### src/include/cpv_pkg.sv
package cpv_pkg;

    // structured request kinds delivered by the protocol layer
    typedef enum logic [2:0] {
        CPV_CMD_NONE,
        CPV_CMD_DISC_IDENT,
        CPV_CMD_DISC_SVID,
        CPV_CMD_DISC_MODES,
        CPV_CMD_ENTER_MODE,
        CPV_CMD_EXIT_MODE
    } cpv_cmd_t;

    // response kinds handed to the protocol layer for transmission
    typedef enum logic [2:0] {
        CPV_RSP_IDENT_ACK,
        CPV_RSP_SVID_ACK,
        CPV_RSP_MODES_ACK,
        CPV_RSP_ENTER_ACK,
        CPV_RSP_ENTER_NAK,
        CPV_RSP_EXIT_ACK,
        CPV_RSP_ACCEPT
    } cpv_rsp_t;

    // policy manager query kinds
    typedef enum logic [2:0] {
        CPV_ASK_IDENT,
        CPV_ASK_SVID,
        CPV_ASK_MODES,
        CPV_ASK_ENTER,
        CPV_ASK_EXIT
    } cpv_ask_t;

    localparam int CPV_OBJ_W = 32;
    localparam logic [CPV_OBJ_W-1:0] CPV_OBJ_RST = 32'h0000_0000;

    // incoming request from the protocol layer
    typedef struct packed {
        logic                 valid;
        cpv_cmd_t             cmd;
        logic [CPV_OBJ_W-1:0] obj;
    } cpv_req_t;

    // request to the policy manager
    typedef struct packed {
        logic                 valid;
        cpv_ask_t             ask;
        logic [CPV_OBJ_W-1:0] obj;
    } cpv_pm_req_t;

    // answer from the policy manager
    typedef struct packed {
        logic                 valid;
        logic                 nak;
        logic [CPV_OBJ_W-1:0] obj;
    } cpv_pm_ans_t;

    // transmit request towards the protocol layer
    typedef struct packed {
        logic                 valid;
        cpv_rsp_t             rsp;
        logic [CPV_OBJ_W-1:0] obj;
    } cpv_tx_t;

endpackage : cpv_pkg

### src/hw/cpv_event_latch.sv
`timescale 1ns/10ps
// holds a one-cycle event until consumed; a new event wins over the consume
module cpv_event_latch
    import cpv_pkg::*;
(
    input  wire logic clk_i,
    input  wire logic rst_n_i,
    input  wire logic en_i,
    input  wire logic set_i,
    input  wire logic clr_i,
    output logic      flag_o
);

    logic flag_r;
    logic flag_nxt;

    assign flag_nxt = set_i | (flag_r & ~clr_i);
    assign flag_o   = flag_r;

    always_ff @(posedge clk_i or negedge rst_n_i) begin
        if (!rst_n_i) begin
            flag_r <= 1'b0;
        end else if (en_i) begin
            flag_r <= flag_nxt;
        end
    end

endmodule : cpv_event_latch

### src/hw/cpv_reset_timer.sv
`timescale 1ns/10ps
// counts a fixed number of cycles after start_i, then pulses done_o
module cpv_reset_timer
    import cpv_pkg::*;
#(
    parameter int CYCLES = 16
) (
    input  wire logic clk_i,
    input  wire logic rst_n_i,
    input  wire logic en_i,
    input  wire logic start_i,
    output logic      busy_o,
    output logic      done_o
);

    localparam int CW = $clog2(CYCLES + 1);
    localparam logic [CW-1:0] LOAD = CW'(CYCLES);
    localparam logic [CW-1:0] ONE  = CW'(1);
    localparam logic [CW-1:0] ZERO = CW'(0);

    logic [CW-1:0] cnt_r;
    logic [CW-1:0] cnt_nxt;

    assign busy_o  = (cnt_r != ZERO);
    assign done_o  = (cnt_r == ONE) & ~start_i;
    assign cnt_nxt = start_i ? LOAD : (busy_o ? cnt_r - ONE : ZERO);

    always_ff @(posedge clk_i or negedge rst_n_i) begin
        if (!rst_n_i) begin
            cnt_r <= ZERO;
        end else if (en_i) begin
            cnt_r <= cnt_nxt;
        end
    end

endmodule : cpv_reset_timer

### src/hw/cpv_responder.sv
`timescale 1ns/10ps
// Notes on behaviour
// starts in idle after power-up and after hard or cable reset; idle is normal.
// discover identity request in idle moves to identity fetch, asks manager.
// identity answer sends identity ack; back to idle once sent.
// discover svids request in idle moves to svid fetch, asks manager.
// svid answer sends svid ack; back to idle once sent.
// discover modes request in idle moves to modes fetch, asks manager.
// modes answer sends modes ack; back to idle once sent.
// enter mode request in idle asks manager to judge and enter mode.
// manager reports mode entered: send enter ack, back to idle once sent.
// manager refuses: send enter nak as directed, back to idle once sent.
// exit mode request in idle enters leave state, asks manager to leave.
// mode left: send exit ack, back to idle once sent.
// soft reset message from any state but full restart enters soft restart; during full restart it is held until idle.
// soft restart resets protocol layer, then sends accept, then idle.
// transmit error during soft restart moves to full restart.
// hard or cable reset signaling from any state enters full restart.
// full restart resets whole plug like power cycle, idle when complete.
// hard or cable reset beats a soft reset arriving in the same cycle.
module cpv_responder
    import cpv_pkg::*;
#(
    parameter int PLUG_RST_CYCLES = 16,
    parameter int PRL_RST_CYCLES  = 4
) (
    input  wire logic        clk_i,
    input  wire logic        rst_n_i,
    input  wire logic        clk_en_i,
    input  wire cpv_req_t    req_i,
    output logic             req_ready_o,
    input  wire logic        soft_rst_msg_i,
    input  wire logic        hard_rst_sig_i,
    input  wire logic        cable_rst_sig_i,
    output cpv_pm_req_t      pm_req_o,
    input  wire cpv_pm_ans_t pm_ans_i,
    output cpv_tx_t          tx_o,
    input  wire logic        tx_sent_i,
    input  wire logic        tx_err_i,
    output logic             prl_rst_o,
    output logic             plug_rst_o,
    output logic [4:0]       state_o
);

    typedef enum logic [4:0] {
        plug_idle_state,
        plug_fetch_identity_state,
        plug_reply_identity_state,
        plug_fetch_svid_state,
        plug_reply_svid_state,
        plug_fetch_modes_state,
        plug_reply_modes_state,
        plug_judge_entry_state,
        plug_entry_accept_state,
        plug_entry_refuse_state,
        plug_leave_mode_state,
        plug_leave_accept_state,
        plug_soft_restart_state,
        plug_soft_accept_state,
        plug_full_restart_state
    } cpv_state_t;

    cpv_state_t           state_r;
    cpv_state_t           state_nxt;
    logic [CPV_OBJ_W-1:0] obj_r;
    logic [CPV_OBJ_W-1:0] obj_nxt;
    logic                 tx_issued_r;
    logic                 tx_issued_nxt;
    cpv_pm_req_t          pm_req_r;
    cpv_pm_req_t          pm_req_nxt;
    cpv_tx_t              tx_r;
    cpv_tx_t              tx_nxt;

    logic hard_evt;
    logic esc_err;
    logic soft_pend;
    logic soft_take;
    logic idle_take;
    logic fetching;
    logic pm_ok;
    logic pm_nak;
    logic plug_busy;
    logic plug_done;
    logic prl_busy;
    logic prl_done;
    logic enter_full;
    logic enter_soft;
    logic reply_state;

    assign hard_evt = hard_rst_sig_i | cable_rst_sig_i;
    assign esc_err    = tx_err_i & ((state_r == plug_soft_restart_state) |
                                    (state_r == plug_soft_accept_state));
    assign enter_full = (hard_evt | esc_err) & (state_r != plug_full_restart_state);
    assign soft_take  = soft_pend & ~hard_evt & (state_r != plug_full_restart_state);
    assign enter_soft = soft_take & (state_r != plug_soft_restart_state);
    assign idle_take  = (state_r == plug_idle_state) & req_i.valid & ~hard_evt & ~soft_pend;
    assign req_ready_o = (state_r == plug_idle_state) & ~hard_evt & ~soft_pend;
    assign fetching   = (state_r == plug_fetch_identity_state) |
                        (state_r == plug_fetch_svid_state) |
                        (state_r == plug_fetch_modes_state) |
                        (state_r == plug_judge_entry_state) |
                        (state_r == plug_leave_mode_state);
    assign pm_ok  = fetching & pm_ans_i.valid & ~pm_ans_i.nak;
    assign pm_nak = fetching & pm_ans_i.valid & pm_ans_i.nak;
    assign reply_state = (state_r == plug_reply_identity_state) |
                         (state_r == plug_reply_svid_state) |
                         (state_r == plug_reply_modes_state) |
                         (state_r == plug_entry_accept_state) |
                         (state_r == plug_entry_refuse_state) |
                         (state_r == plug_leave_accept_state) |
                         (state_r == plug_soft_accept_state);

    // soft reset message kept until the machine takes it or a hard or cable reset drops it
    cpv_event_latch u_soft_latch (
        .clk_i   (clk_i),
        .rst_n_i (rst_n_i),
        .en_i    (clk_en_i),
        .set_i   (soft_rst_msg_i & ~hard_evt),
        .clr_i   (soft_take | hard_evt),
        .flag_o  (soft_pend)
    );

    cpv_reset_timer #(.CYCLES(PLUG_RST_CYCLES)) u_plug_timer (
        .clk_i   (clk_i),
        .rst_n_i (rst_n_i),
        .en_i    (clk_en_i),
        .start_i (enter_full),
        .busy_o  (plug_busy),
        .done_o  (plug_done)
    );

    cpv_reset_timer #(.CYCLES(PRL_RST_CYCLES)) u_prl_timer (
        .clk_i   (clk_i),
        .rst_n_i (rst_n_i),
        .en_i    (clk_en_i),
        .start_i (enter_soft),
        .busy_o  (prl_busy),
        .done_o  (prl_done)
    );

    assign prl_rst_o  = prl_busy & (state_r == plug_soft_restart_state);
    assign plug_rst_o = plug_busy;

    always_comb begin
        state_nxt     = state_r;
        obj_nxt       = obj_r;
        tx_issued_nxt = tx_issued_r;
        pm_req_nxt    = pm_req_r;
        tx_nxt        = tx_r;
        pm_req_nxt.valid = 1'b0;
        tx_nxt.valid     = 1'b0;
        if (enter_full) begin
            state_nxt     = plug_full_restart_state;
            tx_issued_nxt = 1'b0;
        end else if (enter_soft) begin
            state_nxt     = plug_soft_restart_state;
            tx_issued_nxt = 1'b0;
        end else begin
            case (state_r)
                plug_idle_state: begin
                    tx_issued_nxt = 1'b0;
                    if (idle_take) begin
                        obj_nxt = req_i.obj;
                        pm_req_nxt.valid = 1'b1;
                        pm_req_nxt.obj   = req_i.obj;
                        case (req_i.cmd)
                            CPV_CMD_DISC_IDENT: begin
                                state_nxt = plug_fetch_identity_state;
                                pm_req_nxt.ask = CPV_ASK_IDENT;
                            end
                            CPV_CMD_DISC_SVID: begin
                                state_nxt = plug_fetch_svid_state;
                                pm_req_nxt.ask = CPV_ASK_SVID;
                            end
                            CPV_CMD_DISC_MODES: begin
                                state_nxt = plug_fetch_modes_state;
                                pm_req_nxt.ask = CPV_ASK_MODES;
                            end
                            CPV_CMD_ENTER_MODE: begin
                                state_nxt = plug_judge_entry_state;
                                pm_req_nxt.ask = CPV_ASK_ENTER;
                            end
                            CPV_CMD_EXIT_MODE: begin
                                state_nxt = plug_leave_mode_state;
                                pm_req_nxt.ask = CPV_ASK_EXIT;
                            end
                            default: begin
                                pm_req_nxt.valid = 1'b0;
                            end
                        endcase
                    end
                end
                plug_fetch_identity_state: begin
                    if (pm_ans_i.valid) begin
                        state_nxt = plug_reply_identity_state;
                        obj_nxt   = pm_ans_i.obj;
                    end
                end
                plug_fetch_svid_state: begin
                    if (pm_ans_i.valid) begin
                        state_nxt = plug_reply_svid_state;
                        obj_nxt   = pm_ans_i.obj;
                    end
                end
                plug_fetch_modes_state: begin
                    if (pm_ans_i.valid) begin
                        state_nxt = plug_reply_modes_state;
                        obj_nxt   = pm_ans_i.obj;
                    end
                end
                plug_judge_entry_state: begin
                    if (pm_ok) begin
                        state_nxt = plug_entry_accept_state;
                        obj_nxt   = pm_ans_i.obj;
                    end else if (pm_nak) begin
                        state_nxt = plug_entry_refuse_state;
                        obj_nxt   = pm_ans_i.obj;
                    end
                end
                plug_leave_mode_state: begin
                    if (pm_ans_i.valid) begin
                        state_nxt = plug_leave_accept_state;
                        obj_nxt   = pm_ans_i.obj;
                    end
                end
                plug_soft_restart_state: begin
                    if (prl_done) begin
                        state_nxt = plug_soft_accept_state;
                        obj_nxt   = CPV_OBJ_RST;
                    end
                end
                plug_full_restart_state: begin
                    obj_nxt = CPV_OBJ_RST;
                    if (plug_done) begin
                        state_nxt = plug_idle_state;
                    end
                end
                default: begin
                    // reply states: issue once, wait for sent
                    if (!tx_issued_r) begin
                        tx_issued_nxt = 1'b1;
                        tx_nxt.valid  = 1'b1;
                        tx_nxt.obj    = obj_r;
                        case (state_r)
                            plug_reply_identity_state: tx_nxt.rsp = CPV_RSP_IDENT_ACK;
                            plug_reply_svid_state:     tx_nxt.rsp = CPV_RSP_SVID_ACK;
                            plug_reply_modes_state:    tx_nxt.rsp = CPV_RSP_MODES_ACK;
                            plug_entry_accept_state:   tx_nxt.rsp = CPV_RSP_ENTER_ACK;
                            plug_entry_refuse_state:   tx_nxt.rsp = CPV_RSP_ENTER_NAK;
                            plug_leave_accept_state:   tx_nxt.rsp = CPV_RSP_EXIT_ACK;
                            default:                   tx_nxt.rsp = CPV_RSP_ACCEPT;
                        endcase
                    end else if (reply_state && tx_sent_i) begin
                        state_nxt     = plug_idle_state;
                        tx_issued_nxt = 1'b0;
                    end
                end
            endcase
        end
    end

    always_ff @(posedge clk_i or negedge rst_n_i) begin
        if (!rst_n_i) begin
            state_r     <= plug_idle_state;
            obj_r       <= CPV_OBJ_RST;
            tx_issued_r <= 1'b0;
            pm_req_r    <= '0;
            tx_r        <= '0;
        end else if (clk_en_i) begin
            state_r     <= state_nxt;
            obj_r       <= obj_nxt;
            tx_issued_r <= tx_issued_nxt;
            pm_req_r    <= pm_req_nxt;
            tx_r        <= tx_nxt;
        end
    end

    assign pm_req_o = pm_req_r;
    assign tx_o     = tx_r;
    assign state_o  = state_r;

endmodule : cpv_responder

### config.mk
export PLATFORM = sky130hd
export DESIGN_NAME = cpv_responder
export DESIGN_NICKNAME = d
export VERILOG_FILES = /design/src/include/cpv_pkg.sv /design/src/hw/cpv_event_latch.sv /design/src/hw/cpv_reset_timer.sv /design/src/hw/cpv_responder.sv
export SDC_FILE = /design/constraint.sdc
export NUM_CORES = 1
export LEC_CHECK = 0
export BUFFER_PORTS_ARGS = -buffer_cell sky130_fd_sc_hd__clkbuf_2
export CAP_MARGIN = 20
export CORE_MARGIN = 4
export CORE_UTILIZATION = 45
export CTS_CLUSTER_SIZE = 10
export DETAILED_ROUTE_END_ITERATION = 7
export GPL_ROUTABILITY_DRIVEN = 0
export PLACE_DENSITY = 0.76
export SYNTH_ARGS = -nofsm -noshare
export SYNTH_HDL_FRONTEND = slang
export SYNTH_HIERARCHICAL = 1
export SYNTH_SLANG_ARGS = --single-unit
### constraint.sdc
create_clock -name clk_i -period 2.1 [get_ports clk_i]
set_clock_uncertainty 0.15 [all_clocks]
set_input_delay 0.42 -clock clk_i [delete_from_list [all_inputs] [get_ports clk_i]]
set_output_delay 0.42 -clock clk_i [all_outputs]
set_load 0.05 [all_outputs]
==> key figures <==
Status
  • Status: finished with violations
  • Failing checks: negative setup slack

Clock network
  • CTS tree: yes
  • Maximum root-to-sink buffer count: 2
  • Latest clock arrival within the worst-skew pair: about 0.42 ns
  • CTS Buf Count: 17
  • Clock Sink Count: 118
  • Clock Root Buffer: clkbuf_16
  • Clock-pin slew on the worst setup and hold paths: 0.06 ns
  • H-tree depth: 4

Cells and area
  • Net count, final: ~760
  • Most frequent cells in the layout: 152 x clkbuf_2, 114 x dfrtp_1, 62 x mux2_4
  • Fin cells: 857
  • Area growth from synthesis to layout: 51.2%
  • FF/Latch Area: 2960 sq um
  • Most common cell after layout, fill and taps aside: clkbuf_2
  • Proportion of layout cells with a drive suffix above 1: 60.4%
  • Multi-input combinational cell area: 2920 sq um
  • Fill cells: 791
  • N_diodes: 0

Setup path
  • Setup crit end kind: output pin
  • CP Max Fanout: 10
  • CP Class: reg -> out
  • Required time of the critical path: about 1.5 ns
  • Setup crit start kind: register
  • Worst EP arrival: 1.89 ns

GRT
  • First-pass GRT wire length: 26600 um
  • Gr ovfl total: 0
  • Initial antenna violation count: 0
  • GRT Total Usage: 24.2%
  • Vias in the first global route: 5200
  • Largest net degree at the start of global routing: between 60 and 70

Timing
  • Hold Fails Final Rpt: 0
  • Fin worst setup slack: -0.360 ns
  • Fmax achieved: around 410 MHz
  • Tightest Pin Transition: about 0.65 ns
  • Tcrit/Tclk final: 117%
  • Final setup fails: 109
  • Min Tclk post-route: approximately 2.5 ns
  • Slew margin rel.: 56.8%
  • RSZ-0062 raised after global routing: true
  • Pins Over Slew Limit: 0

Synthesis
  • Syn nets: 520
  • FFs w/ async S/R, synth: 100%
  • EDFF count, synth: 0
  • Syn Area/Cell: ~13 sq um
  • Synth Warn #: 6
  • Seq/Total Area, Yosys: 53.1%
  • Mapped Cells: between 400 and 500
  • Synth Register Bits: 118
  • Yosys cell types: 57
  • Mapped Area: 5560 sq um
  • Ys flop type: dfrtp_1

Place
  • I/O Buffers: 156
  • Post-DP HPWL: 10400 um
  • Setup slack at placement: -0.384 ns
  • Placed insts: 782

Pwr
  • Power density over the cells: roughly 1300 nW/um^2
  • VDD IR max: 773 uV
  • Leak: 4.25 nW
  • Total chip power: 11.3 mW

Drt
  • WL per Instance: between 20 and 25 um
  • Post-route DRC: 0
  • 1st-iter DRT viols: 341
  • Vias: 4838
  • Total Wirelength: roughly 18000 um
  • DR vias/cell: 5.65
  • Antenna viol nets, final: 0
  • DR pass1 iterations: 5

Flow run
  • Max-Cap Viols: 0

Die
  • Die width: around 120 um
  • Die Ht: 119 um
  • Row cnt: 40
  • Initial Util: 46.1%
  • Die area: around 14000 sq um
  • I/O Pins: 158
  • Core ar.: 12100 sq um

Worst hold path
  • Hold Crit Class: in -> reg
-- area by class of cell --
type	instances	share of cell area [%]
clock buffers	20	5.31
clock inverters	12	0.952
inverters	12	0.535
multi-input cells	281	34.7
flip-flops and latches	118	35.2
well taps	168	2.50
repair buffers	246	20.8
-- worst paths after layout --
kind	start	slack, ns	to	cells past startpoint
min reg2reg	tx_o[35]	0.33	tx_o[35]	1
min	req_i[31]	0.10	pm_req_o[31]	2
max reg2reg	state_o[3]	-0.35	obj_r[11]	9
min in group asynchronous	rst_n_i	0.20	u_plug_timer/cnt_r[3]	2
max	state_o[3]	-0.36	req_ready_o	5
max in group asynchronous	rst_n_i	0.79	pm_req_o[5]	3
-- cell usage after synthesis (3+ instances only) --
cell type  count  share of area (%)
nand3b_1       5               0.67
or3_1          5               0.56
nor2b_1        5               0.56
inv_1         12               0.81
buf_2         10               0.90
a21oi_1       11               0.99
o21ai_0        8               0.72
nor4b_1        3               0.47
nand3_1        3               0.27
xnor2_1        3               0.47
a21o_1         3               0.40
o221ai_1       4               0.63
mux2i_1        4               0.72
buf_4          5               0.67
ha_1           3               0.67
o211ai_1       3               0.40
nor3_1         8               0.72
dfrtp_1      118                 53
and2_1         3               0.34
o22ai_1        4               0.45
nor2_1        14               0.94
clkbuf_1       9               0.61
nand4_1        3               0.34
nand2_1       17                1.1
a211oi_1       4               0.54
buf_6          4               0.81
mux2_2        96                 19
a22o_1        35                5.5
-- worst max-delay path: stages (launching register included) --
cell,delay [ns]
dfrtp_2,0.42
buf_6,0.15
or4_4,0.49
buf_6,0.15
nor2b_4,0.12
buf_12,0.14
-- registers in the layout, summed over array words and instances (netlist names) --
name / flops
obj_r: 32
u_soft_latch/flag_o: 1
state_o: 4
u_plug_timer/cnt_r: 5
pm_req_o: 36
tx_issued_r: 1
u_prl_timer/cnt_r: 3
tx_o: 36
-- power by group --
group          total, mW  internal (mW)  switching (mW)
logic               5.48           2.44            3.04
clock network       2.59           1.53            1.06
registers           3.24           2.84           0.395
-- stage by stage --
step	instance area (sq um)	utilization, %	hold WS, ns	setup TNS, ns
2_1_floorplan	5620	-	-0.0256	-16.83
3_3_place_gp	6870	57.0	0.0850	-21.77
3_5_place_dp	6870	57.0	0.0864	-29.35
4_1_cts	8050	66.7	0.0875	-25.21
5_1_grt	8410	69.7	0.0889	-35.38
6_report	8410	69.7	0.102	-29.35
-- what timing repair did --
item                       CTS  global route
hold buffers                 1             0
pin swaps                   11            14
hold endpoints to repair    70             0
gates resized for setup     58            95
setup buffers               27            16
gates cloned                 7             3
setup endpoints to repair  110           114
-- metal layers --
metal,vias to the layer above,global-route usage (%),share of wire [%]
met4,0,11.7,2.9
met2,241,41.5,50
li1,2111,-,-
met5,-,0,0
met1,2432,28.0,40
met3,54,6.41,6.4
-- logic make-up after synthesis --
| logic type | share of synthesized area [%] |
|---|---|
| other | 0.0674 |
| muxes | 20.8 |
| DFF | 53.1 |
| xor gates and xnor gates | 0.787 |
| and+or+nand+nor | 8.48 |
| AOI/OAI and AO/OA | 12.3 |
| buffers and inverters | 3.87 |
| adders and majority gates | 0.675 |
Note: power is estimated with default switching activity, not from simulation.
